$ cat src/hw/tbac_pkg.sv
// Package: constants, types and decode functions of the 16-bit timer with byte access
`default_nettype none
package tbac_pkg;

  // I/O locations of the timer's byte registers
  localparam logic [3:0] ADDR_CTRL_FIRST   = 4'h0;
  localparam logic [3:0] ADDR_CTRL_SECOND  = 4'h1;
  localparam logic [3:0] ADDR_COUNT_LOWER  = 4'h2;
  localparam logic [3:0] ADDR_COUNT_UPPER  = 4'h3;
  localparam logic [3:0] ADDR_MATCH_A_LOW  = 4'h4;
  localparam logic [3:0] ADDR_MATCH_A_HIGH = 4'h5;
  localparam logic [3:0] ADDR_MATCH_B_LOW  = 4'h6;
  localparam logic [3:0] ADDR_MATCH_B_HIGH = 4'h7;
  localparam logic [3:0] ADDR_CAPT_LOW     = 4'h8;
  localparam logic [3:0] ADDR_CAPT_HIGH    = 4'h9;
  localparam logic [3:0] ADDR_FLAGS        = 4'ha;

  // Field positions
  localparam int unsigned CF_MODE_LSB = 0;  // Mode bits 1:0 in control_first
  localparam int unsigned CS_SEL_LSB  = 0;  // Clock select 2:0 in control_second
  localparam int unsigned CS_MODE_LSB = 3;  // Mode bits 3:2 at bits 4:3 of control_second
  localparam int unsigned FLAG_OVF    = 0;  // Overflow flag in the flag register

  // Reset and fixed values
  localparam logic [7:0]  RESET_BYTE = 8'h00;
  localparam logic [15:0] FLOOR_VAL  = 16'h0000;
  localparam logic [15:0] TOP_8BIT   = 16'h00ff;
  localparam logic [15:0] TOP_9BIT   = 16'h01ff;
  localparam logic [15:0] TOP_10BIT  = 16'h03ff;
  localparam logic [15:0] MAX_VAL    = 16'hffff;

  // Clock select codes
  localparam logic [2:0] CS_STOP     = 3'h0;
  localparam logic [2:0] CS_DIV1     = 3'h1;
  localparam logic [2:0] CS_DIV8     = 3'h2;
  localparam logic [2:0] CS_DIV64    = 3'h3;
  localparam logic [2:0] CS_DIV256   = 3'h4;
  localparam logic [2:0] CS_DIV1024  = 3'h5;
  localparam logic [2:0] CS_EXT_FALL = 3'h6;
  localparam logic [2:0] CS_EXT_RISE = 3'h7;

  // Prescaler terminal masks
  localparam logic [9:0] PRE_MASK8    = 10'h007;
  localparam logic [9:0] PRE_MASK64   = 10'h03f;
  localparam logic [9:0] PRE_MASK256  = 10'h0ff;
  localparam logic [9:0] PRE_MASK1024 = 10'h3ff;
  localparam logic [9:0] PRE_STEP     = 10'h001;

  // CPU byte request
  typedef struct packed {
    logic [3:0] addr;
    logic       wr;
    logic       rd;
    logic [7:0] wdata;
  } tbac_io_req_t;

  // Counting sequence class
  typedef enum logic [3:0] {
    SEQ_NORMAL = 4'b0001,
    SEQ_CLEAR  = 4'b0010,
    SEQ_FAST   = 4'b0100,
    SEQ_PHASE  = 4'b1000
  } tbac_seq_t;

  // Controls of the counter core
  typedef struct packed {
    logic        load;
    logic [15:0] load_value;
    logic        count;
    logic        down;
    logic        clear;
  } tbac_core_ctl_t;

  typedef struct packed {
    logic [15:0] value;
  } tbac_core_state_t;

  typedef struct packed {
    logic [7:0]  staging;
    logic [7:0]  ctrl_first;
    logic [7:0]  ctrl_second;
    logic [15:0] match_a;
    logic [15:0] match_b;
    logic [15:0] capture;
    logic        ovf;
    logic        down;
    logic        ext_meta;
    logic        ext_sync;
    logic        ext_prev;
    logic [9:0]  prescale;
    logic [7:0]  rdata;
  } tbac_state_t;

  localparam tbac_state_t      STATE_RESET = '0;
  localparam tbac_core_state_t CORE_RESET  = '0;

  // Sequence class of a waveform mode
  function automatic tbac_seq_t seq_of(input logic [3:0] mode);
    case (mode)
      4'h0, 4'hd:                   seq_of = SEQ_NORMAL;
      4'h4, 4'hc:                   seq_of = SEQ_CLEAR;
      4'h5, 4'h6, 4'h7, 4'he, 4'hf: seq_of = SEQ_FAST;
      default:                      seq_of = SEQ_PHASE;
    endcase
  endfunction : seq_of

  // Sequence ceiling of a waveform mode
  function automatic logic [15:0] top_of(input logic [3:0] mode, input logic [15:0] a, input logic [15:0] cap);
    case (mode)
      4'h1, 4'h5:             top_of = TOP_8BIT;
      4'h2, 4'h6:             top_of = TOP_9BIT;
      4'h3, 4'h7:             top_of = TOP_10BIT;
      4'h4, 4'h9, 4'hb, 4'hf: top_of = a;
      4'h8, 4'ha, 4'hc, 4'he: top_of = cap;
      default:                top_of = MAX_VAL;
    endcase
  endfunction : top_of

  // Capture register defines the ceiling in this mode
  function automatic logic capture_is_top(input logic [3:0] mode);
    case (mode)
      4'h8, 4'ha, 4'hc, 4'he: capture_is_top = 1'b1;
      default:                capture_is_top = 1'b0;
    endcase
  endfunction : capture_is_top

endpackage : tbac_pkg
`default_nettype wire

$ cat src/hw/tbac_count_core.sv
// Counter core: 16-bit up/down counter with load, clear and count controls
`default_nettype none
module tbac_count_core
  import tbac_pkg::*;
(
  input  wire logic           clock,  // System clock
  input  wire logic           rst,    // Asynchronous reset
  input  wire tbac_core_ctl_t ctl,    // Load, clear, count, direction
  output logic [15:0]         value   // Counter value
);

  tbac_core_state_t state;
  tbac_core_state_t next_state;

  // Load has priority over clear, clear over count
  always_comb begin
    next_state = state;
    if (ctl.load) begin
      next_state.value = ctl.load_value;
    end else if (ctl.clear) begin
      next_state.value = FLOOR_VAL;
    end else if (ctl.count) begin
      next_state.value = ctl.down ? state.value - 16'h0001 : state.value + 16'h0001;
    end
  end

  // State register
  always_ff @(posedge clock or posedge rst) begin
    if (rst) begin
      state <= CORE_RESET;
    end else begin
      state <= next_state;
    end
  end

  assign value = state.value;

endmodule : tbac_count_core
`default_nettype wire

$ cat src/hw/tbac_timer.sv
// Main file: 16-bit timer with shared high-byte staging for 8-bit CPU access
`default_nettype none
module tbac_timer
  import tbac_pkg::*;
(
  input  wire logic          CLOCK,          // System clock, 20 MHz
  input  wire logic          RST,            // Asynchronous reset, active high
  input  wire tbac_io_req_t  IO_REQ,         // CPU byte request
  output logic [7:0]         IO_RDATA,       // Read data, one cycle after request
  input  wire logic          EXT_CLK_PIN,    // External timer clock pin
  output logic [15:0]        COUNT_VALUE,    // Counter value
  output logic               TIMER_TICK,     // Timer tick this cycle
  output logic               TOP_REACHED,    // Counter equals ceiling
  output logic               FLOOR_REACHED,  // Counter equals zero
  output logic               OVERFLOW_FLAG   // Overflow flag, interrupt request
);

  tbac_state_t    state;
  tbac_state_t    next_state;
  tbac_core_ctl_t ctl;
  logic [15:0]    value;
  logic [3:0]     mode;
  logic [2:0]     csel;
  tbac_seq_t      seq;
  logic [15:0]    top;
  logic           tick;
  logic           at_top;
  logic           at_floor;
  logic           ovf_event;
  logic           wr_count_low;

  tbac_count_core u_core (
    .clock (CLOCK),
    .rst   (RST),
    .ctl   (ctl),
    .value (value)
  );

  // Mode, ceiling and extreme-value indications
  always_comb begin
    mode     = {state.ctrl_second[CS_MODE_LSB+:2], state.ctrl_first[CF_MODE_LSB+:2]};
    csel     = state.ctrl_second[CS_SEL_LSB+:3];
    seq      = seq_of(mode);
    top      = top_of(mode, state.match_a, state.capture);
    at_top   = (value == top);
    at_floor = (value == FLOOR_VAL);
  end

  // Timer tick from prescaler or synchronised external pin
  always_comb begin
    case (csel)
      CS_STOP:     tick = 1'b0;
      CS_DIV1:     tick = 1'b1;
      CS_DIV8:     tick = (state.prescale & PRE_MASK8) == PRE_MASK8;
      CS_DIV64:    tick = (state.prescale & PRE_MASK64) == PRE_MASK64;
      CS_DIV256:   tick = (state.prescale & PRE_MASK256) == PRE_MASK256;
      CS_DIV1024:  tick = state.prescale == PRE_MASK1024;
      CS_EXT_FALL: tick = state.ext_prev && !state.ext_sync;
      CS_EXT_RISE: tick = !state.ext_prev && state.ext_sync;
      default:     tick = 1'b0;
    endcase
  end

  assign wr_count_low = IO_REQ.wr && (IO_REQ.addr == ADDR_COUNT_LOWER);

  // Next state: bus access, counting sequence and overflow
  always_comb begin
    next_state          = state;
    ctl                 = '0;
    ovf_event           = 1'b0;
    next_state.ext_meta = EXT_CLK_PIN;
    next_state.ext_sync = state.ext_meta;
    next_state.ext_prev = state.ext_sync;
    next_state.prescale = state.prescale + PRE_STEP;
    // Counting sequence on each tick
    ctl.down = state.down;
    if (tick) begin
      case (seq)
        SEQ_NORMAL: begin
          ctl.count = 1'b1;
          ovf_event = (value == MAX_VAL);
        end
        SEQ_CLEAR: begin
          ctl.clear = at_top;
          ctl.count = !at_top;
          ovf_event = (value == MAX_VAL);
        end
        SEQ_FAST: begin
          ctl.clear = at_top;
          ctl.count = !at_top;
          ovf_event = at_top;
        end
        SEQ_PHASE: begin
          ctl.count = 1'b1;
          if (!state.down && value >= top) begin
            ctl.down        = 1'b1;
            next_state.down = 1'b1;
          end else if (state.down && at_floor) begin
            ctl.down        = 1'b0;
            next_state.down = 1'b0;
            ovf_event       = 1'b1;
          end
        end
        default: begin
          ctl.count = 1'b0;
        end
      endcase
    end
    if (seq != SEQ_PHASE) begin
      next_state.down = 1'b0;
    end
    // CPU reads; data is registered for the next cycle
    if (IO_REQ.rd) begin
      case (IO_REQ.addr)
        ADDR_CTRL_FIRST:   next_state.rdata = state.ctrl_first;
        ADDR_CTRL_SECOND:  next_state.rdata = state.ctrl_second;
        ADDR_COUNT_LOWER: begin
          next_state.rdata   = value[7:0];
          next_state.staging = value[15:8];
        end
        ADDR_COUNT_UPPER:  next_state.rdata = state.staging;
        ADDR_MATCH_A_LOW:  next_state.rdata = state.match_a[7:0];
        ADDR_MATCH_A_HIGH: next_state.rdata = state.match_a[15:8];
        ADDR_MATCH_B_LOW:  next_state.rdata = state.match_b[7:0];
        ADDR_MATCH_B_HIGH: next_state.rdata = state.match_b[15:8];
        ADDR_CAPT_LOW: begin
          next_state.rdata   = state.capture[7:0];
          next_state.staging = state.capture[15:8];
        end
        ADDR_CAPT_HIGH:    next_state.rdata = state.staging;
        ADDR_FLAGS:        next_state.rdata = {7'h00, state.ovf};
        default:           next_state.rdata = RESET_BYTE;
      endcase
    end
    // CPU writes; high locations all land in the one staging register
    if (IO_REQ.wr) begin
      case (IO_REQ.addr)
        ADDR_CTRL_FIRST:  next_state.ctrl_first  = IO_REQ.wdata;
        ADDR_CTRL_SECOND: next_state.ctrl_second = IO_REQ.wdata;
        ADDR_COUNT_LOWER: begin
          ctl.load       = 1'b1;
          ctl.load_value = {state.staging, IO_REQ.wdata};
        end
        ADDR_COUNT_UPPER, ADDR_MATCH_A_HIGH, ADDR_MATCH_B_HIGH, ADDR_CAPT_HIGH: begin
          next_state.staging = IO_REQ.wdata;
        end
        ADDR_MATCH_A_LOW: next_state.match_a = {state.staging, IO_REQ.wdata};
        ADDR_MATCH_B_LOW: next_state.match_b = {state.staging, IO_REQ.wdata};
        ADDR_CAPT_LOW: begin
          if (capture_is_top(mode)) begin
            next_state.capture = {state.staging, IO_REQ.wdata};
          end
        end
        ADDR_FLAGS: begin
          if (IO_REQ.wdata[FLAG_OVF]) begin
            next_state.ovf = 1'b0;
          end
        end
        default: begin
          next_state.rdata = state.rdata;
        end
      endcase
    end
    // Overflow set wins over a clear in the same cycle; a discarded count sets no overflow
    if (ovf_event && !ctl.load) begin
      next_state.ovf = 1'b1;
    end
  end

  // State register
  always_ff @(posedge CLOCK or posedge RST) begin
    if (RST) begin
      state <= STATE_RESET;
    end else begin
      state <= next_state;
    end
  end

  assign IO_RDATA      = state.rdata;
  assign COUNT_VALUE   = value;
  assign TIMER_TICK    = tick;
  assign TOP_REACHED   = at_top;
  assign FLOOR_REACHED = at_floor;
  assign OVERFLOW_FLAG = state.ovf;

  // Low-byte write commits staged high byte and written low byte
  property p_low_write_commits;
    @(posedge CLOCK) disable iff (RST)
      wr_count_low |=> COUNT_VALUE == {$past(state.staging), $past(IO_REQ.wdata)};
  endproperty
  a_low_write_commits: assert property (p_low_write_commits) else $error("low write did not commit");

  // Low-byte read stages the high half
  property p_low_read_stages;
    @(posedge CLOCK) disable iff (RST)
      (IO_REQ.rd && !IO_REQ.wr && IO_REQ.addr == ADDR_COUNT_LOWER)
        |=> state.staging == $past(COUNT_VALUE[15:8]) && IO_RDATA == $past(COUNT_VALUE[7:0]);
  endproperty
  a_low_read_stages: assert property (p_low_read_stages) else $error("low read did not stage high");

  // Match A reads leave staging alone
  property p_match_read_no_stage;
    @(posedge CLOCK) disable iff (RST)
      (IO_REQ.rd && !IO_REQ.wr && (IO_REQ.addr == ADDR_MATCH_A_LOW || IO_REQ.addr == ADDR_MATCH_A_HIGH))
        |=> $stable(state.staging);
  endproperty
  a_match_read_no_stage: assert property (p_match_read_no_stage) else $error("match read touched staging");

  // Upper counter read returns staging
  property p_upper_read_staging;
    @(posedge CLOCK) disable iff (RST)
      (IO_REQ.rd && IO_REQ.addr == ADDR_COUNT_UPPER) |=> IO_RDATA == $past(state.staging);
  endproperty
  a_upper_read_staging: assert property (p_upper_read_staging) else $error("upper read not from staging");

  // Upper counter write goes to staging, counter high half untouched without a tick
  property p_upper_write_staging;
    @(posedge CLOCK) disable iff (RST)
      (IO_REQ.wr && IO_REQ.addr == ADDR_COUNT_UPPER && !tick)
        |=> state.staging == $past(IO_REQ.wdata) && $stable(COUNT_VALUE);
  endproperty
  a_upper_write_staging: assert property (p_upper_write_staging) else $error("upper write reached counter");

  // Stopped clock holds the counter for several cycles
  property p_stopped_holds;
    @(posedge CLOCK) disable iff (RST)
      (csel == CS_STOP && !wr_count_low)[*2] |-> COUNT_VALUE == $past(COUNT_VALUE);
  endproperty
  a_stopped_holds: assert property (p_stopped_holds) else $error("counter moved while stopped");

  // Write beats a coincident count, and the discarded count sets no overflow
  property p_write_beats_tick;
    @(posedge CLOCK) disable iff (RST)
      (wr_count_low && tick)
        |=> COUNT_VALUE == {$past(state.staging), $past(IO_REQ.wdata)} && OVERFLOW_FLAG == $past(OVERFLOW_FLAG);
  endproperty
  a_write_beats_tick: assert property (p_write_beats_tick) else $error("count beat cpu write");

  // Normal mode tick increments by one
  property p_normal_increments;
    @(posedge CLOCK) disable iff (RST)
      (tick && seq == SEQ_NORMAL && !wr_count_low) |=> COUNT_VALUE == $past(COUNT_VALUE) + 16'h0001;
  endproperty
  a_normal_increments: assert property (p_normal_increments) else $error("normal tick did not increment");

  // Floor indication tracks zero
  property p_floor_indication;
    @(posedge CLOCK) disable iff (RST)
      FLOOR_REACHED == (COUNT_VALUE == FLOOR_VAL) && TOP_REACHED == (COUNT_VALUE == top);
  endproperty
  a_floor_indication: assert property (p_floor_indication) else $error("extreme indication wrong");

  // Fast mode at ceiling sets overflow and wraps to zero
  property p_fast_overflow;
    @(posedge CLOCK) disable iff (RST)
      (tick && seq == SEQ_FAST && TOP_REACHED && !wr_count_low) |=> OVERFLOW_FLAG && COUNT_VALUE == FLOOR_VAL;
  endproperty
  a_fast_overflow: assert property (p_fast_overflow) else $error("fast mode overflow missed");

  // Clear-on-match sequence returns to zero at the ceiling
  property p_clear_wraps;
    @(posedge CLOCK) disable iff (RST)
      (tick && seq == SEQ_CLEAR && TOP_REACHED && !wr_count_low) |=> COUNT_VALUE == FLOOR_VAL;
  endproperty
  a_clear_wraps: assert property (p_clear_wraps) else $error("clear mode did not wrap");

  // Writing one to the flag bit clears it when no overflow coincides
  property p_flag_clear;
    @(posedge CLOCK) disable iff (RST)
      (IO_REQ.wr && IO_REQ.addr == ADDR_FLAGS && IO_REQ.wdata[FLAG_OVF] && !ovf_event) |=> !OVERFLOW_FLAG;
  endproperty
  a_flag_clear: assert property (p_flag_clear) else $error("overflow flag not cleared");

  // Capture value is only writable while it sets the ceiling
  property p_capture_refused;
    @(posedge CLOCK) disable iff (RST)
      (IO_REQ.wr && IO_REQ.addr == ADDR_CAPT_LOW && !capture_is_top(mode)) |=> $stable(state.capture);
  endproperty
  a_capture_refused: assert property (p_capture_refused) else $error("capture written in wrong mode");

  // Phase-correct turn at zero sets overflow and counts up again
  property p_phase_reverses;
    @(posedge CLOCK) disable iff (RST)
      (tick && seq == SEQ_PHASE && state.down && FLOOR_REACHED && !wr_count_low) |=> OVERFLOW_FLAG && COUNT_VALUE == 16'h0001;
  endproperty
  a_phase_reverses: assert property (p_phase_reverses) else $error("phase turn at zero missed");

endmodule : tbac_timer
`default_nettype wire

$ cat config.mk
export PLATFORM = sky130hd
export DESIGN_NAME = tbac_timer
export DESIGN_NICKNAME = d
export VERILOG_FILES = /design/src/hw/tbac_pkg.sv /design/src/hw/tbac_count_core.sv /design/src/hw/tbac_timer.sv
export SDC_FILE = /design/constraint.sdc
export NUM_CORES = 1
export LEC_CHECK = 0
export BUFFER_PORTS_ARGS = -buffer_cell sky130_fd_sc_hd__buf_2
export CAP_MARGIN = 20
export CORE_MARGIN = 2
export CORE_UTILIZATION = 61
export DETAILED_ROUTE_END_ITERATION = 16
export GPL_TIMING_DRIVEN = 0
export PLACE_DENSITY = 0.8
export REMOVE_ABC_BUFFERS = 1
export SETUP_SLACK_MARGIN = 0.4
export SYNTH_ARGS = -nofsm -noshare
export SYNTH_HDL_FRONTEND = slang
export SYNTH_SLANG_ARGS = --single-unit
$ cat constraint.sdc
create_clock -name CLOCK -period 5.6 [get_ports CLOCK]
set_clock_uncertainty 0.1 [all_clocks]
set_input_delay 0 -clock CLOCK [delete_from_list [all_inputs] [get_ports CLOCK]]
set_output_delay 0 -clock CLOCK [all_outputs]
set_load 0.02 [all_outputs]
# Yosys cells after proc, flatten, opt, wreduce, memory -nomap -nowiden
# Memory sizes are Yosys's and may differ from the RTL's.
# Cells that the tools add are included.
dict set report totals {
  ff_bits 111
  rom_bits 64
  input_bits 17
  output_inout_bits 28
  wordCells 137
  mem_count 1
}
# name depth width read_ports rd_clocked_by_memory_dff wr line
set memory_table {}
lappend memory_table {{(name not given)} 16 4 1 0 0 tbac_pkg.sv:99} ;# case (mode)
dict set report op_classes {
  add_sub_neg 3
  magnitude_cmp 1
  eq_ne 43
  n_mux 40
  reduce_logical 35
}
# cell count
set op_table {}
lappend op_table {{$mux 16} 8}
lappend op_table {{$pmux 16 s5} 1}
lappend op_table {{$pmux 8 s10} 1}
lappend op_table {{$mux 73} 1}
lappend op_table {{$mux 8} 7}
lappend op_table {{$eq 4x4->1 const B} 11}
lappend op_table {{$eq 4x3->1 const B} 9}
lappend op_table {{$mux 17} 2}
lappend op_table {{$eq 4x2->1 const B} 5}
lappend op_table {{$add 16x1->16 const B} 1}
lappend op_table {{$eq 16x16->1} 1}
lappend op_table {{$eq 16x16->1 const B} 1}
lappend op_table {{$ge 16x16->1} 1}
lappend op_table {{$logic_not 16->1} 1}
lappend op_table {{$pmux 8 s2} 1}
lappend op_table {{$sub 16x1->16 const B} 1}
lappend op_table {{$eq 3x3->1 const B} 5}
lappend op_table {{$mux 1} 15}
lappend op_table {{$reduce_or 2->1} 7}
lappend op_table {{$eq 4x1->1 const B} 3}
lappend op_table {{$reduce_or 4->1} 3}
lappend op_table {{$reduce_or 11->1} 1}
lappend op_table {{$add 10x1->10 const B} 1}
lappend op_table {{$eq 10x10->1 const B} 1}
lappend op_table {{18 further kinds} 34}

# Logic depth before layout (Yosys ltp)
# Gate-level depths: netlist of the first run.
dict set report logic_depth {
  word_depth 12
  mapped_depth 22
  depth_no_buf 21
}

# Hierarchy
# A second synthesis of the first run with hierarchy kept.
dict set report hier_totals {
  hier_cells 685
  area_unflattened_um2 6892.9
}
# module instances cells_per_inst area_each_um2 seq_area_each_um2
set by_module_without_submodules {}
lappend by_module_without_submodules {tbac_timer 1 508 5447.7 2377.3}
lappend by_module_without_submodules {tbac_count_core 1 177 1445.1 400.4}

# Least setup slack after synthesis of the first run
# No wires, ideal clock.
dict set report synth_path {
  path_kind {register -> register}
  start {register state, in the netlist mode[2]}
  end {register u_core.state, in the netlist u_core.value[15]}
  setup_time_ns 0.087
  arrival_time_ns 4.722
  required_ns 5.413
  slack_ns 0.691
  stages_incl_launch_ff 23
  n_path_buf 1
  synth_period_minus_slack_ns 4.909
  cell_sequence {dfrtp_1 clkbuf_1 inv_1 o21ai_1 o22ai_1 nand2_1 o21ai_0 ha_1 a21o_1 a221o_1 nand2_1 o211ai_1 a31oi_4 inv_1 ha_1 and3_1 a221oi_2 o311ai_1 o41a_1 a211oi_1 xnor2_1 nand3_1 o211ai_1}
}
dict set report synth_via {
  elab_chain_len 12
  elab_cells_between_ends 41
  classes_between {order compare (1); eq/ne (19); mux (10); reduce/logical (10); memory (1)}
}
# element line
set synth_rtl {}
lappend synth_rtl {{start: declaration} tbac_timer.sv:18} ;# tbac_state_t state;
lappend synth_rtl {{start signal: assignment} tbac_timer.sv:175} ;# state <= next_state;
lappend synth_rtl {{$eq 4x4->1 (tied with other cells)} tbac_pkg.sv:109} ;# case (mode)
lappend synth_rtl {{$reduce_or 4->1 or $reduce_or 2->1 (tied branches)} tbac_pkg.sv:109}
lappend synth_rtl {{$pmux 16 s5} tbac_pkg.sv:109}
lappend synth_rtl {{$ge 16x16->1} tbac_timer.sv:95} ;# if (!state.down && value >= top) begin
lappend synth_rtl {{$logic_and 1x1->1} tbac_timer.sv:95}
lappend synth_rtl {{$mux 1} tbac_timer.sv:95}
lappend synth_rtl {{$mux 1} -}
lappend synth_rtl {{$mux 3 *} tbac_timer.sv:77} ;# if (tick) begin
lappend synth_rtl {{$mux 16} tbac_count_core.sv:23} ;# next_state.value = ctl.down ? state.value - 16'h0001 : state.value + 16'h0001;
lappend synth_rtl {{$mux 16} tbac_count_core.sv:22} ;# end else if (ctl.count) begin
lappend synth_rtl {{$mux 16} tbac_count_core.sv:20} ;# end else if (ctl.clear) begin
lappend synth_rtl {{$mux 16} tbac_count_core.sv:18} ;# if (ctl.load) begin
lappend synth_rtl {{end signal: assignment} tbac_count_core.sv:32} ;# state <= next_state;
lappend synth_rtl {{end: declaration} tbac_count_core.sv:12} ;# tbac_core_state_t state;
# Every way passes the cells marked *; elsewhere a longest branch is shown, timed or not. The select of a mux whose other input is x is not followed.
# A chain may end at the register's enable or synchronous reset.

# Worst setup path after layout of the first run
# Same ends and word-level chain as after synthesis.

==> flow_summary.yaml, run 1 <==
sta:
  fin_crit_sh: 0.931
  slew_headroom: 0.284
  setup_violations: 0
  worstMarginPinSlew_ns: 1.07
  maxSlewViolCount: 0
  finalHoldViolations: 0
  fmax_mhz: 192
  period_needed_ns: 5.22
  setup_ws_ns: 0.384
  holdWs_ns: 0.0678
  rsz0062_at_grt: "yes"
cells_and_area:
  stdcell_count: 878
  layout-drive-gt1-share: 0.270
  fill_cells: 800
  multi_input_area_um2: 3880
  final_nets: 786
  antenna_cells: 0
  ff_latch_area_um2: 2790
  area_delta_synth_final_pct: 16.4
detailed_routing:
  ant_nets: 0
  dr.pass1.iters: 9
  vias_per_cell: 6.72
  route.vias.total: 5904
  wl_um: 19300
  drt_iter0_drc: 777
  drc: 0
  wire_per_inst_um: 22.0
clock_tree:
  numCtsBuffers: 9
  cts.sinks: 111
  htreeDepth: 3
  cts_root_buf: "clkbuf_8"
  clk_pin_slew_ns: 0.12
  cts_buffer_depth: 2
  clk_latency_ns: 0.41
  tritoncts: "built"
pwr:
  internal_power_uw: 2170
  swShare: 0.442
  max-vdd-ir-drop_v: 0.000354
  switchingPower_uw: 1720
  pwr-share-clk: 0.129
  p_leak_uw: 0.00348
  power_frac_seq: 0.351
  comb_power_share: 0.520
  power_density_nw_per_um2: 500
  power.total_uw: 3890
synthesis:
  synth_edf_count: 0
  ys_ff_latch: 111
  syn-instance-count: 672
  syn-cell-area_um2: 6680
  post_synth.cell_area_avg_um2: 9.94
  synth-seq-area-share: 0.416
  ys.flop_type: "dfrtp_1"
  yosysWarnings: 0
  synthArstFlopShare: 1.00
  synth_cell_types: 61
floorplan:
  die_h_um: 109
  coreArea_um2: 10700
  dieArea_um2: 11800
  io_pins: 45
  die-width_um: 109
  num_rows: 38
  start_util: 0.622
place:
  dp_hpwl_um: 12900
  port_buffers: 44
  place_congestion: 0.997
  dpl_worst_slack_ns: -0.599
  dp.cells: 820
worst_setup_path:
  worstSetupPathType: "flip-flop to flip-flop"
  crit_arrival_ns: 5.45
  cp_max_fo: 6
  slowest_delay_ns: 0.44
  end_kind: "flip-flop"
  crit_required_ns: 5.83
  slowest_stage: "dfrtp_2"
  startpoint_type: "flip-flop"
  cp_cell_sequence: "clkinvlp_4 -> o21ai_4 -> buf_6 -> o22ai_2 -> nand2_1 -> o21ai_2 -> ha_1 -> and3_1 -> a221o_1 -> nand2_1 -> o211ai_1 -> a31oi_4 -> clkinvlp_4 -> ha_1 -> a21o_1 -> a221oi_4 -> o311ai_4 -> o41a_1 -> a211oi_2 -> xnor2_1 -> nand3_1 -> o211ai_1"
global_route:
  grt_overflow: 0
  grt_usage: 0.334
  first_global_vias: 5600
  grt_max_degree: 69
  grt_pass1_wl_um: 29800
  antenna_found_initial: 0
hold_path:
  hold_class: "input port to flip-flop"
outcome:
  status: "completed"
job:
  maxCapViolCount: 0
through the flow:
| step | utilization | TNS, ns | instance area, µm² |
|---|---|---|---|
| floorplan | - | 0 | 6500 |
| global placement | 0.642 | -1.24 | 6900 |
| detailed placement | 0.645 | -1.92 | 6930 |
| CTS | 0.693 | 0 | 7440 |
| global route | 0.724 | 0 | 7770 |
| finish | 0.724 | 0 | 7770 |
layout make-up:
type,instances,area share
Clock buffer,9,0.0159
Clock inverter,7,0.0103
Inverter,20,0.0119
Multi-Input combinational cell,503,0.499
Sequential cell,111,0.359
Tap cell,140,0.0225
Timing Repair Buffer,88,0.0816
kinds of logic (layout without fill, tap and decap cells):
logic type,Yosys count,in the layout,share of synthesized area
mux,78,78,0.135
compound gates,186,186,0.186
flops,111,111,0.416
fa+ha+maj,36,36,0.0685
xor+xnor,22,22,0.0288
buf+inv,58,124,0.0378
simple gates,181,181,0.128
layer usage:
layer / global-route usage / vias up / part of all wire
li1: - / 2613 / -
met1: 0.455 / 2884 / 0.41
met2: 0.513 / 328 / 0.46
met3: 0.0723 / 79 / 0.088
met4: 0.149 / 0 / 0.039
met5: 0 / - / 0
flip-flops by register name, indices dropped and copies added (netlist names):
register       cells
IO_RDATA           8
OVERFLOW_FLAG      1
csel               3
mode               4
next_state         2
state             77
u_core.value      16
repair_timing:
action	CTS	global route
resized for setup	18	41
hold buffers	18	0
buffers inserted	8	15
pin swaps	2	25
hold endpoints to repair	125	0
endpoints found under the setup margin	12	5
final timing paths:
kind | startpoint | end | slack, ns | cells after the start
setup reg to reg | mode[2] | u_core.value[15] | 0.38 | 22
hold reg to reg | next_state[19] | next_state[18] | 0.28 | 0
max in group asynchronous | RST | mode[3] | 4.45 | 4
min in group asynchronous | RST | IO_RDATA[0] | 0.22 | 3
setup / recovery | mode[2] | u_core.value[15] | 0.38 | 22
hold / removal | IO_REQ[13] | OVERFLOW_FLAG | 0.07 | 5
placed cells by master, fill, tap and decap left out, types with 8 or more instances in the layout:
| master | netlist | layout |
|---|---|---|
| dfrtp_1 | 111 | 107 |
| dlygate4sd3_1 | 0 | 18 |
| a21oi_1 | 48 | 48 |
| and3_1 | 8 | 8 |
| inv_1 | 20 | 15 |
| nand4_1 | 9 | 9 |
| a22oi_1 | 16 | 16 |
| o21ai_1 | 4 | 11 |
| ha_1 | 35 | 27 |
| a22o_1 | 9 | 9 |
| a221oi_1 | 10 | 9 |
| xnor2_1 | 17 | 17 |
| a21o_1 | 8 | 8 |
| nand2_1 | 52 | 52 |
| buf_4 | 8 | 19 |
| buf_2 | 4 | 44 |
| nor2_1 | 55 | 54 |
| mux2i_1 | 8 | 8 |
| clkbuf_8 | 0 | 9 |
| o21ai_0 | 39 | 30 |
| nand3_1 | 15 | 14 |
| mux2_2 | 67 | 67 |
synthesized netlist by cell type, drive strengths merged (2+ instances only):
cell type  count  area share
nand2b         3      0.0028
or2            3      0.0028
mux2i          8       0.012
o22a           3      0.0039
a21oi         48       0.036
o22ai          9      0.0084
a31oi          4      0.0060
and4           4      0.0054
nand4          9      0.0084
buf           13       0.013
o21ai         43       0.032
ha            35       0.066
o41a           2      0.0034
a221oi        11       0.015
nand2         52       0.029
nand3         15       0.011
a2111oi        2      0.0036
nor2          56       0.032
xor2           5      0.0066
nor2b          4      0.0037
mux2          67        0.11
inv           20       0.011
mux4           3       0.010
a32oi          2      0.0026
a222oi         4      0.0060
nor4           6      0.0056
a211oi        11       0.012
a21o           8      0.0090
o211ai         3      0.0034
a22o           9       0.012
nor3          12      0.0090
and2           4      0.0037
o31ai          2      0.0022
clkbuf        25       0.014
xnor2         17       0.022
a22oi         16       0.018
a221o          2      0.0030
and3           9      0.0086
dfrtp        111        0.42
power groups by stage:
stage | combinational (µW) | sequential, µW | clock [µW]
detailed placement | 1650 | 1350 | 0
global placement | 1580 | 1340 | 0
CTS | 1750 | 1330 | 509
finish | 2020 | 1360 | 503
global route | 2220 | 1380 | 542
floorplan | 1190 | 1300 | 0
critical path: cells and delay by family (launching register included):
family,cells,cell delay (ns)
buffers and inverters,3,0.64
flip-flops,1,0.44
adder cells (fa/ha/maj),2,0.59
AND/OR/NAND/NOR,4,0.48
XOR/XNOR,1,0.18
AO/OA/AOI/OAI,12,2.70
No activity file was read; power rests on OpenSTA's default activity.
==> inputs of run 2 (changes only) <==
- ABC_AREA: unset -> 1
==> flow_summary.yaml, run 2 <==
place:
  place_congestion: 0.942
  dpl_worst_slack_ns: -0.475
  dp_hpwl_um: 14100
  port_buffers: 44
  placed_area_um2: 6870
  dp.cells: 980
pwr:
  power_frac_seq: 0.345
  internal_power_uw: 1900
  comb_power_share: 0.513
  switchingPower_uw: 1670
  power_density_nw_per_um2: 484
  p_leak_uw: 0.00364
  max-vdd-ir-drop_v: 0.000495
  pwr-share-clk: 0.142
  swShare: 0.468
clock_tree:
  htreeDepth: 3
  cts.sinks: 111
  clk_latency_ns: 0.39
  tritoncts: "built"
  cts_buffer_depth: 2
  clk_pin_slew_ns: 0.11
  cts_root_buf: "clkbuf_8"
  numCtsBuffers: 9
synthesis:
  ys.flop_type: "dfrtp_1"
  post_synth.cell_area_avg_um2: 7.96
  synth_common_cells: "214 x nand2_1, 111 x dfrtp_1, 106 x o21ai_0, 90 x inv_1, 38 x a21oi_1"
  synthArstFlopShare: 1.00
  ys_ff_latch: 111
  synth.most_common_cell: "nand2_1"
  netlist.area_leader.share: 0.421
  yosysWarnings: 0
  synth_edf_count: 0
  synth-seq-area-share: 0.421
  synth_area_leaders: "dfrtp_1 42%, nand2_1 12%, o21ai_0 8.0%"
  syn-cell-area_um2: 6600
  synth_cell_types: 46
  syn-instance-count: 829
  yosys.area.top_type: "dfrtp_1"
cells_and_area:
  antenna_cells: 0
  area_delta_synth_final_pct: 11.8
  ff_latch_area_um2: 2780
  largest_reg_flops: 77
  final_common_cell: "nand2_1"
  final_cell_mix: "214 x nand2_1, 108 x dfrtp_1, 105 x o21ai_0"
  layout-drive-gt1-share: 0.135
  fill_cells: 840
  multi_input_area_um2: 3340
  largest_register: "state"
  final_area_um2: 7380
  final_nets: 932
  stdcell_count: 1020
hold_path:
  hp-start: "IO_REQ[13]"
  hold_class: "input port to flip-flop"
  hold_path_end: "IO_RDATA[0]"
  worstHoldPathCells: 5
worst_setup_path:
  cp_max_fo: 12
  end_kind: "flip-flop"
  startpoint_type: "flip-flop"
  crit_required_ns: 5.80
  r2r_slack_ns: 0.75
  slowest_delay_ns: 0.48
  reg2regPathDepth: 30
  slowest_stage: "dfrtp_2"
  r2r-end: "u_core.value[9]"
  crit_arrival_ns: 5.05
  reg2reg_from: "mode[1]"
  worstSetupPathType: "flip-flop to flip-flop"
  crit_family: "simple AND/OR/NAND/NOR gates"
  cp_num_buf_inv: 5
  cpMostUsedCell: "nand2_1"
detailed_routing:
  wire_per_inst_um: 19.4
  drt_iter0_drc: 607
  ant_nets: 0
  wl_um: 19800
  vias_per_cell: 6.20
  dr.pass1.iters: 6
  route.vias.total: 6321
  drc: 0
sta:
  holdWs_ns: 0.0277
  rsz0062_at_grt: "no"
  fmax_mhz: 206
  period_needed_ns: 4.85
  worstMarginPinSlew_ns: 1.03
  finalHoldViolations: 0
  setup_ws_ns: 0.748
  slew_headroom: 0.314
  maxSlewViolCount: 0
  fin_crit_sh: 0.867
  setup_violations: 0
outcome:
  status: "completed"
global_route:
  use_met3: 0.0536
  first_global_vias: 5993
  antenna_found_initial: 0
  busiest_layer: "met2"
  globalRouteMet2Util: 0.545
  grt_overflow: 0
  grt_pass1_wl_um: 30700
  grt_max_degree: 66
  gr-usage-met1: 0.471
  grt_usage: 0.344
floorplan:
  die-width_um: 108
  coreArea_um2: 10400
  die_h_um: 108
  io_pins: 45
  num_rows: 37
  start_util: 0.634
  dieArea_um2: 11700
job:
  maxCapViolCount: 0
-- run 2: per-layer routing --
layer,routed length [µm],vias up
met3,1840,62
li1,-,2892
met5,0,-
met2,9240,374
met1,8010,2993
met4,698,0
-- run 2: worst register-to-register path, delay by kind of cell, from the launching register on --
kind,cells,cell delay [ns]
buf+inv,5,0.66
fa+ha+maj,2,0.57
xor+xnor,1,0.17
simple gates,17,1.67
flops,1,0.48
compound gates,5,1.13
-- run 2: how the worst max path moves through the flow --
| stage | endpoint | start | cells after the start | slack, ns |
|---|---|---|---|---|
| after floorplan | u_core.value[9] | mode[3] | 26 | 1.03 |
| after global placement | u_core.value[9] | mode[3] | 26 | -0.25 |
| after detailed placement | u_core.value[9] | mode[3] | 26 | -0.48 |
| after CTS | u_core.value[15] | mode[1] | 32 | 0.43 |
| after global routing | u_core.value[15] | mode[1] | 32 | 0.42 |
| final | u_core.value[9] | mode[1] | 30 | 0.75 |
-- run 2: cells by family (layout without fill, tap and decap cells) --
family                   count (synthesis)  after routing  share of synthesized area
buffers and inverters                  132            187                     0.0838
flip-flops                             111            111                      0.421
XOR/XNOR                                19             19                     0.0252
AO/OA/AOI/OAI                          212            212                      0.192
adder cells (fa/ha/maj)                 36             36                     0.0694
AND/OR/NAND/NOR                        319            319                      0.209
-- run 2: area by class of cell --
type | instances | share of cell area
Clock buffer | 10 | 0.0173
Clock inverter | 6 | 0.0100
Inverter | 102 | 0.0551
Multi-Input combinational cell | 586 | 0.453
Sequential cell | 111 | 0.377
Tap cell | 136 | 0.0231
Timing Repair Buffer | 69 | 0.0645
-- run 2: through the flow --
step	util	power [µW]	TNS (ns)
floorplan	-	2430	0
global placement	0.656	2830	-0.528
detailed placement	0.659	2920	-2.04
CTS	0.694	3460	0
global route	0.708	3830	0
finish	0.708	3570	0
-- run 2: repair_timing --
action                                 4_1_cts  5_1_grt
endpoints found under the hold margin       85        0
pin swaps                                    0        3
buffers inserted                             3        7
hold buffers                                12        0
setup endpoints to repair                   13       11
gates resized for setup                      4       20
-- run 2: power groups by stage --
stage	combinational (µW)	clock [µW]	sequential [µW]
floorplan	1200	0	1230
global placement	1610	0	1220
detailed placement	1700	0	1230
CTS	1740	505	1210
global route	2040	537	1250
finish	1830	508	1230
